`config.mk`:
```
export PLATFORM = sky130hd
export DESIGN_NAME = tsr_core
export DESIGN_NICKNAME = d
export VERILOG_FILES = /design/src/rtl/tsr_pkg.sv /design/src/rtl/tsr_prio.sv /design/src/rtl/tsr_core.sv
export SDC_FILE = /design/constraint.sdc
export NUM_CORES = 1
export LEC_CHECK = 0
export BUFFER_PORTS_ARGS = -buffer_cell sky130_fd_sc_hd__buf_2
export CORE_MARGIN = 2
export CORE_UTILIZATION = 47
export DETAILED_ROUTE_END_ITERATION = 7
export GPL_ROUTABILITY_DRIVEN = 0
export PLACE_DENSITY = 0.85
export RECOVER_POWER = 50
export SLEW_MARGIN = 40
export SYNTH_ARGS = -nofsm -noshare
export SYNTH_HDL_FRONTEND = slang
export SYNTH_SLANG_ARGS = --single-unit
```
`constraint.sdc`:
```
create_clock -name mclk_in -period 2.4 [get_ports mclk_in]
set_clock_uncertainty 0.1 [all_clocks]
set_input_delay 0.36 -clock mclk_in [delete_from_list [all_inputs] [get_ports mclk_in]]
set_output_delay 0.36 -clock mclk_in [all_outputs]
set_load 0.01 [all_outputs]
```
`src/rtl/tsr_pkg.sv`:
```
// package for the trap sequencing block: constants, enums and carriers
package tsr_pkg;
	localparam int        PSW_TRACE_BIT   = 4;        // trace flag position in status word
	localparam logic [15:0] STACK_LIMIT   = 16'h0100; // fixed stack limit (400 octal)
	localparam logic [15:0] VEC_PSW_OFS   = 16'h0002; // saved status word sits at vector + 2
	localparam logic [15:0] PSW_RST       = 16'h0000;
	localparam logic [15:0] VEC_OVERFLOW  = 16'h0004; // stack overflow vector
	localparam logic [15:0] VEC_TRACE     = 16'h000c; // trace trap vector
	localparam logic [2:0]  MODE_AUTOINC  = 3'h2;
	localparam logic [2:0]  MODE_AUTODEC  = 3'h4;
	localparam logic [2:0]  MODE_AUTODECD = 3'h5;
	localparam logic [3:0]  SP_REG        = 4'h6;

	// source of a status word load
	typedef enum logic [2:0] {
		PSW_SRC_NONE = 3'b000,
		PSW_SRC_RTI  = 3'b001,
		PSW_SRC_RTT  = 3'b010,
		PSW_SRC_TRAP = 3'b011,
		PSW_SRC_INTR = 3'b100,
		PSW_SRC_BUS  = 3'b101,
		PSW_SRC_CONS = 3'b110
	} tsr_psw_src_e;

	// winner of boundary arbitration, highest first
	typedef enum logic [2:0] {
		EV_NONE  = 3'b000,
		EV_HALT  = 3'b001,
		EV_BUSER = 3'b010,
		EV_MMU   = 3'b011,
		EV_TRAPI = 3'b100,
		EV_TRACE = 3'b101,
		EV_STKOV = 3'b110,
		EV_INTR  = 3'b111
	} tsr_event_e;

	// pending requests seen at an instruction boundary
	typedef struct packed {
		logic halt;
		logic bus_err;
		logic mmu_err;
		logic trap_insn;
		logic trace;
		logic stack_ovf;
		logic intr;
	} tsr_req_s;

	// addressing information of the operand that faulted
	typedef struct packed {
		logic [2:0] mode;
		logic       is_move;
		logic       is_dest;
		logic       is_mtp;
	} tsr_opnd_s;

	// status word load request
	typedef struct packed {
		tsr_psw_src_e src;
		logic [15:0]  data;
	} tsr_psw_wr_s;
endpackage : tsr_pkg

```
`src/rtl/tsr_prio.sv`:
```
// fixed priority arbiter for traps and interrupts at an instruction boundary
module tsr_prio
	import tsr_pkg::*;
(
	// requests
	input  wire tsr_req_s   req_in,
	// winner
	output tsr_event_e      win_out
);
	// highest priority request wins
	always_comb begin
		if (req_in.halt)           win_out = EV_HALT;  // RL9
		else if (req_in.bus_err)   win_out = EV_BUSER;
		else if (req_in.mmu_err)   win_out = EV_MMU;
		else if (req_in.trap_insn) win_out = EV_TRAPI;
		else if (req_in.trace)     win_out = EV_TRACE;
		else if (req_in.stack_ovf) win_out = EV_STKOV;
		else if (req_in.intr)      win_out = EV_INTR;
		else                       win_out = EV_NONE;
	end
endmodule : tsr_prio

```
`src/rtl/tsr_core.sv`:
```
// trap sequencing core: trace flag, bus error increment, preemption, mid-trap status
// Overview of operation
// RL1: trace flag loads only from return ops, trap and interrupt sequences.
// RL2: odd address in mode 2 leaves register unchanged, except move and mtp.
// RL3: nonexistent memory in mode 2: no increment, except move destination and mtp.
// RL4: pending higher interrupt preempts a service routine's first instruction.
// RL5: management fault between trap pushes saves vector plus 2 contents as status.
// RL6: trace set by interrupt return traps right after that instruction.
// RL7: after trap return, next instruction runs before trace trap is taken.
// RL8: fixed stack limit checked after modes 4, 5, calls, traps; no red zone.
// RL9: simultaneous requests resolved by fixed priority at each boundary.
module tsr_core
	import tsr_pkg::*;
(
	// clock and reset
	input  wire logic        mclk_in,
	input  wire logic        sys_rst_in,
	// status word load requests
	input  wire tsr_psw_wr_s psw_wr_in,
	// instruction boundary and pending requests
	input  wire logic        boundary_in,
	input  wire tsr_req_s    req_in,
	input  wire logic [2:0]  intr_prio_in,
	input  wire logic        isr_entry_in,
	// operand fault report
	input  wire logic        odd_err_in,
	input  wire logic        nxm_err_in,
	input  wire tsr_opnd_s   opnd_in,
	// stack pointer check
	input  wire logic        sp_update_in,
	input  wire logic [15:0] sp_in,
	input  wire logic [2:0]  sp_mode_in,
	input  wire logic        call_or_trap_in,
	// trap sequence pushes
	input  wire logic        push1_done_in,
	input  wire logic        push2_done_in,
	input  wire logic        mmu_viol_in,
	input  wire logic [15:0] vec_word_in,
	// outputs
	output logic [15:0]      psw_out,
	output logic             reg_inc_out,
	output logic             fault_ack_out,
	output tsr_event_e       take_out,
	output logic             stack_ovf_out,
	output logic [15:0]      saved_psw_out,
	output logic             saved_valid_out,
	output logic             isr_hold_out
);
	// all state in one struct
	typedef struct packed {
		logic [15:0] psw;
		logic        reg_inc;
		logic        fault_ack;
		tsr_event_e  take;
		logic        stk_pend;
		logic        trace_pend;
		logic        rtt_skip;
		logic        in_trap;
		logic        mid_push;
		logic [15:0] saved_psw;
		logic        saved_valid;
		logic        isr_hold;
		logic [2:0]  cur_prio;
	} tsr_state_s;

	tsr_state_s st_r;
	tsr_state_s st_nxt;
	tsr_req_s   req_eff;
	tsr_event_e win;

	// true when the source may load the trace flag
	function automatic logic trace_src_ok(input tsr_psw_src_e s);
		return (s == PSW_SRC_RTI) || (s == PSW_SRC_RTT) ||
			(s == PSW_SRC_TRAP) || (s == PSW_SRC_INTR);
	endfunction : trace_src_ok

	// merge internal pending trace and overflow into arbitration
	always_comb begin
		req_eff           = req_in;
		req_eff.trace     = req_in.trace | (st_r.trace_pend & ~st_r.rtt_skip);
		req_eff.stack_ovf = req_in.stack_ovf | st_r.stk_pend;
	end

	tsr_prio u_prio (
		.req_in  (req_eff),
		.win_out (win)
	);

	// next state
	always_comb begin
		st_nxt           = st_r;
		st_nxt.fault_ack = 1'b0;
		st_nxt.take      = EV_NONE;
		// boundary arbitration first, so a set further down in the same cycle beats a clear
		if (boundary_in) begin
			st_nxt.take = win; // RL9
			if (st_r.rtt_skip)
				st_nxt.rtt_skip = 1'b0; // RL7
			unique case (win)
				EV_TRACE: st_nxt.trace_pend = 1'b0;
				EV_STKOV: st_nxt.stk_pend   = 1'b0;
				default:  st_nxt.take       = win;
			endcase
		end
		// status word load, trace flag filtered by source
		if (psw_wr_in.src != PSW_SRC_NONE) begin
			st_nxt.psw = psw_wr_in.data;
			if (!trace_src_ok(psw_wr_in.src))
				st_nxt.psw[PSW_TRACE_BIT] = st_r.psw[PSW_TRACE_BIT]; // RL1
			if (psw_wr_in.src == PSW_SRC_RTI && psw_wr_in.data[PSW_TRACE_BIT]) begin
				st_nxt.trace_pend = 1'b1; // RL6
				st_nxt.rtt_skip   = 1'b0;
			end
			if (psw_wr_in.src == PSW_SRC_RTT && psw_wr_in.data[PSW_TRACE_BIT]) begin
				st_nxt.trace_pend = 1'b1;
				st_nxt.rtt_skip   = 1'b1; // RL7
			end
		end
		// bus error on an operand, increment only in autoincrement mode
		if (odd_err_in || nxm_err_in) begin
			st_nxt.fault_ack = 1'b1;
			if (opnd_in.mode != MODE_AUTOINC)
				st_nxt.reg_inc = 1'b0;
			else if (opnd_in.is_mtp)
				st_nxt.reg_inc = 1'b1; // RL2 RL3
			else if (odd_err_in)
				st_nxt.reg_inc = opnd_in.is_move; // RL2
			else
				st_nxt.reg_inc = opnd_in.is_move & opnd_in.is_dest; // RL3
		end
		// stack limit check
		if (sp_update_in && (sp_in < STACK_LIMIT) &&
			(sp_mode_in == MODE_AUTODEC || sp_mode_in == MODE_AUTODECD || call_or_trap_in))
			st_nxt.stk_pend = 1'b1; // RL8
		// trap sequence pushes and mid-trap management fault
		if (push1_done_in)
			st_nxt.mid_push = 1'b1;
		if (push2_done_in)
			st_nxt.mid_push = 1'b0;
		if (st_r.mid_push && mmu_viol_in) begin
			st_nxt.saved_psw   = vec_word_in; // RL5
			st_nxt.saved_valid = 1'b1;
			st_nxt.mid_push    = 1'b0;
		end else if (push2_done_in) begin
			st_nxt.saved_valid = 1'b0;
		end
		// service routine entry: hold first instruction if higher interrupt waits
		if (isr_entry_in)
			st_nxt.cur_prio = intr_prio_in;
		st_nxt.isr_hold = isr_entry_in && req_in.intr && (intr_prio_in > st_r.cur_prio); // RL4
	end

	// state register
	always_ff @(posedge mclk_in) begin
		if (sys_rst_in) begin
			st_r <= '0;
		end else begin
			st_r <= st_nxt;
		end
	end

	// outputs from state flops
	assign psw_out         = st_r.psw;
	assign reg_inc_out     = st_r.reg_inc;
	assign fault_ack_out   = st_r.fault_ack;
	assign take_out        = st_r.take;
	assign stack_ovf_out   = st_r.stk_pend;
	assign saved_psw_out   = st_r.saved_psw;
	assign saved_valid_out = st_r.saved_valid;
	assign isr_hold_out    = st_r.isr_hold;

	AST_TRACE_SRC: assert property (@(posedge mclk_in) disable iff (sys_rst_in) // RL1
		(psw_wr_in.src == PSW_SRC_BUS || psw_wr_in.src == PSW_SRC_CONS)
		|=> $stable(psw_out[PSW_TRACE_BIT]))
		else $error("trace flag loaded by a forbidden source");
	AST_ODD_INC: assert property (@(posedge mclk_in) disable iff (sys_rst_in) // RL2
		odd_err_in && opnd_in.mode == MODE_AUTOINC && !opnd_in.is_move && !opnd_in.is_mtp
		|=> !reg_inc_out && fault_ack_out)
		else $error("register incremented after odd address");
	AST_NXM_INC: assert property (@(posedge mclk_in) disable iff (sys_rst_in) // RL3
		nxm_err_in && !odd_err_in && opnd_in.mode == MODE_AUTOINC
		|=> reg_inc_out == $past(opnd_in.is_mtp | (opnd_in.is_move & opnd_in.is_dest)))
		else $error("wrong increment after nonexistent memory");
	AST_ISR_HOLD: assert property (@(posedge mclk_in) disable iff (sys_rst_in) // RL4
		isr_entry_in && req_in.intr && intr_prio_in > st_r.cur_prio |=> isr_hold_out)
		else $error("first instruction not held for higher interrupt");
	AST_MID_PUSH: assert property (@(posedge mclk_in) disable iff (sys_rst_in) // RL5
		st_r.mid_push && mmu_viol_in |=> saved_valid_out && saved_psw_out == $past(vec_word_in))
		else $error("mid-trap status word not taken from vector plus 2");
	AST_RTI_TRACE: assert property (@(posedge mclk_in) disable iff (sys_rst_in) // RL6
		psw_wr_in.src == PSW_SRC_RTI && psw_wr_in.data[PSW_TRACE_BIT]
		##1 boundary_in && !req_in.halt && !req_in.bus_err && !req_in.mmu_err
		&& !req_in.trap_insn |=> take_out == EV_TRACE)
		else $error("trace not taken right after interrupt return");
	AST_RTT_SKIP: assert property (@(posedge mclk_in) disable iff (sys_rst_in) // RL7
		psw_wr_in.src == PSW_SRC_RTT && psw_wr_in.data[PSW_TRACE_BIT]
		##1 boundary_in && !req_in.trace |=> take_out != EV_TRACE)
		else $error("trace taken before next instruction after trap return");
	AST_STACK_OVF: assert property (@(posedge mclk_in) disable iff (sys_rst_in) // RL8
		sp_update_in && sp_in < STACK_LIMIT && call_or_trap_in |=> stack_ovf_out)
		else $error("stack overflow not flagged");
	AST_PRIO: assert property (@(posedge mclk_in) disable iff (sys_rst_in) // RL9
		boundary_in && req_in.halt |=> take_out == EV_HALT)
		else $error("halt lost arbitration");

	// further checks on the fault, stack and trace paths
	AST_MTP_INC: assert property (@(posedge mclk_in) disable iff (sys_rst_in) // RL3
		(odd_err_in || nxm_err_in) && opnd_in.mode == MODE_AUTOINC && opnd_in.is_mtp
		|=> reg_inc_out)
		else $error("register not incremented for previous space move");
	AST_MODE_INC: assert property (@(posedge mclk_in) disable iff (sys_rst_in) // RL2
		(odd_err_in || nxm_err_in) && opnd_in.mode != MODE_AUTOINC |=> !reg_inc_out)
		else $error("register incremented outside autoincrement mode");
	AST_STACK_MODE: assert property (@(posedge mclk_in) disable iff (sys_rst_in) // RL8
		sp_update_in && sp_in < STACK_LIMIT
		&& (sp_mode_in == MODE_AUTODEC || sp_mode_in == MODE_AUTODECD) |=> stack_ovf_out)
		else $error("stack overflow after autodecrement not flagged");
	AST_STACK_OK: assert property (@(posedge mclk_in) disable iff (sys_rst_in) // RL8
		sp_update_in && sp_in >= STACK_LIMIT && !stack_ovf_out |=> !stack_ovf_out)
		else $error("stack overflow flagged at or above the limit");
	AST_TRACE_LOAD: assert property (@(posedge mclk_in) disable iff (sys_rst_in) // RL1
		psw_wr_in.src inside {PSW_SRC_RTI, PSW_SRC_RTT, PSW_SRC_TRAP, PSW_SRC_INTR}
		|=> psw_out[PSW_TRACE_BIT] == $past(psw_wr_in.data[PSW_TRACE_BIT]))
		else $error("trace flag not loaded by a permitted source");
endmodule : tsr_core

```
==> impl_metrics.tcl, run 1 <==
set metrics [dict create \
    insertion_delay_ps 300 \
    die_height_um 71.1 \
    setup_ws_ps 663 \
    seq_power_share 0.546 \
    ys_seq_area_frac 0.435 \
    multi_input_area_um2 860 \
    switching_share 0.263 \
    top_layer_used "met4" \
    reg2reg_from "st_r[24]$_SDFF_PP0_" \
    drv_slew 0 \
    p_switching_w 0.000390 \
    core_area_um2 4350 \
    antenna_left 0 \
    hp-class "input port to flip-flop" \
    fmax_mhz 576 \
    dr_wl_met2_mm 2.25 \
    nets 414 \
    async_reset_ff_frac 0 \
    grt_pass1_vias 1726 \
    ios 121 \
    register_area_um2 921 \
    crit_start "sys_rst_in" \
    postCtsHoldBufs 0 \
    power.density_nw_per_um2 601 \
    route.met3.wl_um 284 \
    internal_power_w 0.00110 \
    critPathCaptureType "flip-flop" \
    synth_top_cell_area_share 0.435 \
    syn-num-nets 341 \
    fp.dieW_um 71.1 \
    overflow 0 \
    final_hold_viol_count 0 \
    critPathCapture "st_r[24]$_SDFF_PP0_" \
    crit_type "input port to flip-flop" \
    path_clk_slew_ps 90 \
    crit_arrival_ps 1830 \
    reg2reg_depth 3 \
    cts_resized 0 \
    postCtsSetupBuffers 0 \
    wirelength_mm 4.38 \
    numClockSinks 46 \
    yosysUniqueCellTypes 36 \
    viasPerCell 4.97 \
    leakage_nw 1.06 \
    min_period_ps 1740 \
    fin_crit_sh 0.724 \
    grt_use_total 0.178 \
    fillers 422 \
    yosys.area.top_type "dfxtp_1" \
    vdd_ir_drop_max_mv 0.234 \
    initial_core_util 0.486 \
    avgSynthCellArea_um2 8.23 \
    clkPwrFrac 0.321 \
    grt_pass1_wl_mm 7.28 \
    met1Wirelength_mm 1.79 \
    detail_route.wl_per_cell_um 11.4 \
    cap_violations 0 \
    grt_antenna_before_repair 0 \
    syn_area_um2 2120 \
    cts_tree "yes" \
    r2r_slack_ps 1070 \
    hpwl_mm 3.39 \
    startpoint_type "input port" \
    required_ps 2490 \
    maxSlewHeadroom 0.422 \
    finalSetupTns_ps 0 \
    yosysWarnings 0 \
    drc 0 \
    pre_cts_ws_ps 735 \
    cp_max_fo 28 \
    status "complete, no violations" \
    first_pass_iters 4 \
    htree_levels 2 \
    grt_max_degree 29 \
    power_frac_comb 0.133 \
    rows 24 \
    reg2reg_to "take_out[1]$_SDFF_PP0_" \
    drt-initial-drc-count 79 \
    die_area_um2 5050 \
    synth_area_leaders "dfxtp_1 (44%), buf_4 (12%), nand2_1 (12%), a21oi_1 (8.8%), ha_1 (1.8%)" \
    portBuffers 111 \
    netlist_instances 257 \
    cts_made_buffers 5 \
    synth_seq_cells 46 \
    diodes 0 \
    ys.flop_type "dfxtp_1" \
    setup_viol_count_final 0 \
    cts_max_path_buffers 2 \
    tightestPinTransition_ps 868 \
    synth_edf_count 0 \
    cts_root_buffer "clkbuf_8" \
    syn_to_final_growth_pct 16.9 \
    rsz0062_at_grt "no" \
    vias 1903 \
    drive_gt1_frac 0.272 \
]
## cells in the mapped netlist, types with 2 or more instances
library cell and instances:
nor2_1 10, o41ai_1 2, nor2b_1 5, o21a_1 2
clkbuf_1 6, nor4_1 2, nor3_1 2, nand2b_1 2
inv_1 5, a21oi_1 37, nor3b_1 2, dfxtp_1 46
a211oi_1 2, ha_1 3, buf_4 35, mux2i_1 3
o21ai_0 4, nand2_1 66, buf_2 4, nand3b_1 3
## area by class of cell
| class | count | area share |
|---|---|---|
| sequential | 46 | 0.372 |
| multi-input combinational | 160 | 0.347 |
| timing repair buffer | 112 | 0.209 |
| clock buffer | 5 | 0.0278 |
| tap | 52 | 0.0263 |
| clock inverter | 3 | 0.00961 |
| inverter | 5 | 0.00759 |
## cells by family (layout without fill, tap and decap cells)
| kind of cell | count (synthesis) | count (layout) | share of synthesized area |
|---|---|---|---|
| buffers and inverters | 51 | 125 | 0.158 |
| AO/OA/AOI/OAI | 51 | 51 | 0.141 |
| multiplexers | 3 | 3 | 0.0142 |
| AND/OR/NAND/NOR | 102 | 102 | 0.229 |
| adder cells (fa/ha/maj) | 3 | 3 | 0.0177 |
| flip-flops | 46 | 46 | 0.435 |
| XOR/XNOR | 1 | 1 | 0.00414 |
## flip-flops by register name, indices dropped and copies added (netlist names)
| register | count |
|---|---|
| fault_ack_out | 1 |
| isr_hold_out | 1 |
| psw_out | 16 |
| st_r | 6 |
| saved_valid_out | 1 |
| stack_ovf_out | 1 |
| take_out | 3 |
| reg_inc_out | 1 |
| saved_psw_out | 16 |
## routing by layer
| metal | track usage | up-vias |
|---|---|---|
| li1 | - | 968 |
| met1 | 0.196 | 854 |
| met2 | 0.334 | 76 |
| met3 | 0.0342 | 5 |
| met4 | 0.0671 | 0 |
| met5 | 0 | - |
## critical path, cell delays in order
cell	delay [ps]
clkbuf_1	630
clkbuf_2	570
nor2b_1	100
o21ai_0	90
nand2_1	60
## power groups by stage
stage / Sequential (W) / Clock, W / Combinational [W]
floorplan: 0.000827 / 0 / 0.000130
global placement: 0.000827 / 0 / 0.000200
detailed placement: 0.000828 / 0 / 0.000206
CTS: 0.000811 / 0.000497 / 0.000207
global route: 0.000816 / 0.000527 / 0.000222
finish: 0.000811 / 0.000478 / 0.000197
## per-stage QoR
| step | hold WS, ps | cells | utilization | power, W | cell area (um^2) |
|---|---|---|---|---|---|
| after floorplan | 325 | 257 | - | 0.000957 | 2120 |
| after global placement | 336 | 375 | 0.557 | 0.00103 | 2430 |
| after detailed placement | 342 | 375 | 0.557 | 0.00103 | 2430 |
| after CTS | 123 | 383 | 0.579 | 0.00151 | 2520 |
| after global routing | 127 | 383 | 0.568 | 0.00156 | 2470 |
| final | 139 | 383 | 0.568 | 0.00149 | 2470 |
## placed cells by master (no fill, tap or decap), types with 2 or more instances in the layout
| cell type | Yosys | layout |
|---|---|---|
| nor4_1 | 2 | 2 |
| nand2_1 | 66 | 66 |
| nor2b_1 | 5 | 5 |
| o21ai_0 | 4 | 4 |
| a211oi_1 | 2 | 2 |
| nor2_1 | 10 | 10 |
| nor3b_1 | 2 | 2 |
| mux2i_1 | 3 | 3 |
| o21a_1 | 2 | 2 |
| inv_1 | 5 | 5 |
| nor3_1 | 2 | 2 |
| dfxtp_1 | 46 | 46 |
| a21oi_1 | 37 | 37 |
| clkbuf_8 | 0 | 5 |
| clkinvlp_4 | 0 | 2 |
| o41ai_1 | 2 | 2 |
| ha_1 | 3 | 3 |
| clkbuf_1 | 6 | 35 |
| buf_2 | 4 | 76 |
| nand3b_1 | 3 | 3 |
| nand2b_1 | 2 | 2 |
## how the worst min path moves through the flow
stage                                  start                       end  slack, ps  cells past startpoint
global route                   push2_done_in     st_r[21]$_SDFFE_PP0P_        130                      2
CTS                            push2_done_in     st_r[21]$_SDFFE_PP0P_        120                      2
detailed placement  psw_out[13]$_SDFFE_PP0N_  psw_out[13]$_SDFFE_PP0N_        340                      2
finish                         push2_done_in     st_r[21]$_SDFFE_PP0P_        140                      2
global placement     psw_out[3]$_SDFFE_PP0N_   psw_out[3]$_SDFFE_PP0N_        340                      2
floorplan                          req_in[6]    take_out[1]$_SDFF_PP0_        320                      1
Power figures use the tool's default switching activity.
==> run 2, diff against run 1 <==
- ABC_AREA: unset -> 1
- CORE_UTILIZATION: 47 -> 44
- PLACE_DENSITY: 0.85 -> 0.8
- clock period: 2.4 -> 1.6 ns (I/O delays scaled with it)
==> run 2 against run 1 <==
  * Power rose by 52%
  * First-iteration DRC count rose by 27%
  * Sequential share of layout area is 0.32 points lower
  * Routed wire length shrank 2.5%
  * Clock-buffer cell count is the same
  * Clock power is 43% higher
  * Critical endpoint is now isr_hold_out$_SDFF_PP0_
  * Highest routed layer unchanged
==> impl_metrics.tcl, run 2 <==
set metrics [dict create \
    status "complete, no violations" \
    r2r_slack_ps 280 \
    gr-usage-met3 0.0580 \
    tightestPinTransition_ps 466 \
    hp-start "psw_wr_in[14]" \
    p_switching_w 0.000585 \
    viasPerCell 4.65 \
    finalSetupTns_ps 0 \
    yosysUniqueCellTypes 30 \
    crit_arrival_ps 1410 \
    postCtsSetupBuffers 0 \
    startpoint_type "flip-flop" \
    cts_resized 0 \
    power_frac_comb 0.151 \
    yosys.area.top_type "dfxtp_1" \
    grt_pass1_wl_mm 6.80 \
    wirelength_mm 4.27 \
    clkPwrFrac 0.304 \
    critPathCaptureType "flip-flop" \
    maxSlewHeadroom 0.689 \
    insertion_delay_ps 280 \
    drv_slew 0 \
    vias 1892 \
    cts_made_buffers 5 \
    setup_viol_count_final 0 \
    power.density_nw_per_um2 903 \
    drt-initial-drc-count 100 \
    ys_top_cells_by_count "nor2_1 (74), dfxtp_1 (46), buf_4 (38)" \
    synth_seq_cells 46 \
    async_reset_ff_frac 0 \
    numClockSinks 46 \
    syn_to_final_growth_pct 18.9 \
    grt_use_met1 0.184 \
    grt_antenna_before_repair 0 \
    cts_tree "yes" \
    crit_type "flip-flop to flip-flop" \
    min_period_ps 1320 \
    required_ps 1680 \
    final_common_cell "buf_2" \
    path_clk_slew_ps 90 \
    portBuffers 111 \
    postCtsHoldBufs 0 \
    hp-class "input port to flip-flop" \
    yosysWarnings 0 \
    diodes 0 \
    die_height_um 73.1 \
    drc 0 \
    synth_edf_count 0 \
    switching_share 0.260 \
    fin_cells 407 \
    leakage_nw 1.21 \
    initial_core_util 0.450 \
    overflow 0 \
    cts_max_path_buffers 2 \
    ys_seq_area_frac 0.439 \
    avgSynthCellArea_um2 7.66 \
    fmax_mhz 757 \
    cp_max_fo 2 \
    hold_depth 3 \
    cts_root_buffer "clkbuf_8" \
    synth_area_leaders "dfxtp_1 (44%), buf_4 (14%), nor2_1 (13%), o21ai_0 (5.0%), o21ai_1 (4.1%)" \
    dp_cells 399 \
    antenna_left 0 \
    grt_pass1_vias 1620 \
    final_hold_viol_count 0 \
    synth_top_cell_area_share 0.439 \
    detail_route.wl_per_cell_um 10.5 \
    rows 25 \
    reg2reg_depth 6 \
    post_dp_cell_area_um2 2430 \
    final_cell_mix "buf_2 (92), nor2_1 (74), dfxtp_1 (46)" \
    grt_max_degree 19 \
    grt_use_total 0.159 \
    fin_area_um2 2490 \
    top_usage_layer "met2" \
    reg2reg_to "isr_hold_out$_SDFF_PP0_" \
    internal_power_w 0.00167 \
    yosys.cell_count.top_type "nor2_1" \
    reg2reg_from "st_r[1]$_SDFFE_PP0P_" \
    netlist_instances 274 \
    cap_violations 0 \
    rsz0062_at_grt "no" \
    syn_area_um2 2100 \
    fp.dieW_um 73.1 \
    htree_levels 2 \
    pre_cts_ws_ps 301 \
    core_area_um2 4660 \
    drive_gt1_frac 0.326 \
    fin_crit_sh 0.826 \
    die_area_um2 5340 \
    seq_power_share 0.545 \
    min_to "psw_out[14]$_SDFFE_PP0N_" \
    nets 436 \
    vdd_ir_drop_max_mv 0.373 \
    ys.flop_type "dfxtp_1" \
    first_pass_iters 4 \
    gr-usage-met2 0.280 \
    setup_ws_ps 278 \
    ios 121 \
    syn-num-nets 358 \
    hpwl_mm 3.34 \
]
## run 2: changes by cell type in the layout (fill, tap and decap cells not counted), sizes merged, moves of 2 or more
cell,change
nand3,+7
inv,+14
buf,+19
nand2b,-2
a211oi,-3
nor2,+65
clkinv,+3
mux2i,-3
nor2b,-6
a21oi,-27
clkbuf,-16
o41ai,-3
nand2,-52
o21ai,+34
## run 2: power by group through the flow
stage | combinational (W) | sequential (W) | clock (W)
after global placement | 0.000343 | 0.00125 | 0
after floorplan | 0.000243 | 0.00125 | 0
after global routing | 0.000386 | 0.00124 | 0.000761
after CTS | 0.000353 | 0.00123 | 0.000716
after detailed placement | 0.000351 | 0.00126 | 0
final | 0.000340 | 0.00123 | 0.000685
## run 2: layout make-up
type	count	area, um^2
fillers	462	2170
flip-flops and latches	46	921
multi-input cells	163	777
repair buffers	115	559
inverters	21	80.1
clock buffers	5	68.8
well taps	54	67.6
clock inverters	3	21.3
## run 2: routing by layer
layer / up-vias / part of all wire / wire length (um)
met5: - / 0 / 0
met1: 826 / 0.43 / 1850
met3: 2 / 0.085 / 363
met4: 0 / 0.0019 / 8
met2: 67 / 0.48 / 2050
li1: 997 / - / -
## run 2: worst max path at each step
stage	startpoint	to	slack [ps]	depth (start not counted)
after floorplan	st_r[1]$_SDFFE_PP0P_	isr_hold_out$_SDFF_PP0_	440	6
after global placement	req_in[4]	st_r[24]$_SDFF_PP0_	340	8
after detailed placement	intr_prio_in[1]	isr_hold_out$_SDFF_PP0_	300	6
after CTS	st_r[1]$_SDFFE_PP0P_	isr_hold_out$_SDFF_PP0_	280	6
after global routing	sys_rst_in	psw_out[10]$_SDFFE_PP0N_	160	5
final	st_r[1]$_SDFFE_PP0P_	isr_hold_out$_SDFF_PP0_	280	6
## run 2: cell families after synthesis
| group | share of synthesized area |
|---|---|
| fa+ha+maj | 0.0179 |
| buf+inv | 0.191 |
| simple gates | 0.212 |
| compound gates | 0.140 |
| flops | 0.439 |
## run 2: stage by stage
stage / hold WS (ps) / total power, W / util
after floorplan: 233 / 0.00150 / -
after global placement: 350 / 0.00160 / 0.522
after detailed placement: 355 / 0.00161 / 0.522
after CTS: 56.7 / 0.00230 / 0.541
after global routing: 56.6 / 0.00238 / 0.535
final: 64.6 / 0.00225 / 0.535
## run 2: worst max-delay path, stage by stage, from the launching register on
cell and delay [ps]:
dfxtp_1 310, inv_1 50, ha_1 290, inv_1 40, o21bai_1 110, a21oi_1 80
a311oi_1 240
==> run 3, diff against run 2 <==
- clock period: 1.6 -> 1.25 ns (I/O delays scaled with it)
==> run 3 against run 2 <==
  * The flow now finishes with violations (negative setup slack)
  * Non-clock buffer count unchanged
  * Highest routed layer unchanged
  * Clock-buffer cell count increased by 2
  * Power increased by 31%
  * Combinational power increased by 34%
  * Critical path depth unchanged
  * Maximum frequency increased by 2.6%
  * Largest cell class unchanged
==> impl_metrics.tcl, run 3 (synthesis results as in run 2) <==
set metrics [dict create \
    status "finished with violations" \
    violations "negative setup slack" \
    htree_levels 2 \
    required_ps 1340 \
    maxSlewHeadroom 0.699 \
    grt_pass1_vias 1730 \
    fin_area_um2 2550 \
    slowest_stage "dfxtp_2" \
    cp_common_cell "inv_2" \
    tightestPinTransition_ps 451 \
    detail_route.wl_per_cell_um 10.9 \
    vias 1951 \
    hold_depth 2 \
    ios 121 \
    post_dp_cell_area_um2 2470 \
    r2r_slack_ps -40 \
    slowest_delay_ps 330 \
    crit_arrival_ps 1380 \
    drv_slew 0 \
    setup_viol_count_final 1 \
    overflow 0 \
    path_cells "inv_2 > ha_4 > inv_2 > o21bai_1 > a21oi_1 > a311oi_1" \
    leakage_nw 1.23 \
    hpwl_mm 3.40 \
    setup_ws_ps -37.7 \
    cap_violations 0 \
    grt_use_total 0.167 \
    antenna_left 0 \
    final_util 0.548 \
    crit_family "compound AO/OA/AOI/OAI gates" \
    wirelength_mm 4.43 \
    grt_max_degree 24 \
    gr-usage-met3 0.0401 \
    fin_crit_sh 1.03 \
    reg2reg_depth 6 \
    nets 436 \
    path_buf_inv 2 \
    grt_pass1_wl_mm 7.09 \
    drive_gt1_frac 0.343 \
    postCtsSetupBuffers 0 \
    cts_root_buffer "clkbuf_8" \
    crit_cells 6 \
    crit_type "flip-flop to flip-flop" \
    startpoint_type "flip-flop" \
    diodes 0 \
    portBuffers 111 \
    final_cell_mix "buf_2 (95), nor2_1 (74), dfxtp_1 (45)" \
    rsz0062_at_grt "yes" \
    vdd_ir_drop_max_mv 0.542 \
    numClockSinks 46 \
    cts_tree "yes" \
    reg2reg_from "st_r[1]$_SDFFE_PP0P_" \
    pre_cts_ws_ps -40.1 \
    dp_cells 399 \
    final_common_cell "buf_2" \
    cts_resized 4 \
    initial_core_util 0.450 \
    drt-initial-drc-count 70 \
    grt_use_met1 0.189 \
    cts_max_path_buffers 2 \
    die_area_um2 5340 \
    cp_max_fo 2 \
    cts_made_buffers 5 \
    hp-class "input port to flip-flop" \
    postCtsHoldBufs 0 \
    finalSetupTns_ps -37.7 \
    min_period_ps 1290 \
    gr-usage-met2 0.304 \
    fp.dieW_um 73.1 \
    top_usage_layer "met2" \
    power.density_nw_per_um2 1150 \
    reg2reg_to "isr_hold_out$_SDFF_PP0_" \
    fmax_mhz 777 \
    syn_to_final_growth_pct 21.6 \
    insertion_delay_ps 290 \
    min_to "st_r[0]$_SDFFE_PP0P_" \
    fin_cells 407 \
    core_area_um2 4660 \
    hp-start "isr_entry_in" \
    rows 25 \
    die_height_um 73.1 \
    viasPerCell 4.79 \
    final_hold_viol_count 0 \
    first_pass_iters 4 \
    grt_antenna_before_repair 0 \
    drc 0 \
    path_clk_slew_ps 80 \
    critPathCaptureType "flip-flop" \
]
==> run 3: final cells by class <==
type	count	area, um^2
flip-flops and latches	46	922
fillers	479	2110
well taps	54	67.6
repair buffers	115	601
inverters	21	83.8
clock inverters	1	5.00
clock buffers	7	86.3
multi-input cells	163	787
==> run 3: power breakdown <==
part           total [W]  switching (W)  leakage, nW  internal, W
Combinational   0.000455       0.000238        0.799     0.000217
Clock           0.000916       0.000469       0.0482     0.000446
Sequential       0.00158      0.0000346        0.379      0.00154
Total            0.00295       0.000742         1.23      0.00220
==> run 3: metal layers <==
layer | wire, um | share of wire
met3 | 302 | 0.068
met4 | 39 | 0.0088
met5 | 0 | 0
met2 | 2140 | 0.48
met1 | 1950 | 0.44
==> run 3: how the worst max path moves through the flow <==
stage,start,end,slack (ps)
floorplan,st_r[1]$_SDFFE_PP0P_,isr_hold_out$_SDFF_PP0_,90
global placement,req_in[4],st_r[24]$_SDFF_PP0_,30
detailed placement,st_r[1]$_SDFFE_PP0P_,isr_hold_out$_SDFF_PP0_,-40
CTS,st_r[1]$_SDFFE_PP0P_,isr_hold_out$_SDFF_PP0_,-30
global route,st_r[1]$_SDFFE_PP0P_,isr_hold_out$_SDFF_PP0_,-70
finish,st_r[1]$_SDFFE_PP0P_,isr_hold_out$_SDFF_PP0_,-40
==> run 3: through the flow <==
| stage | total power (W) | hold slack (ps) |
|---|---|---|
| after floorplan | 0.00192 | 181 |
| after global placement | 0.00206 | 309 |
| after detailed placement | 0.00207 | 317 |
| after CTS | 0.00299 | 5.33 |
| after global routing | 0.00310 | 22.1 |
| final | 0.00295 | 17.6 |
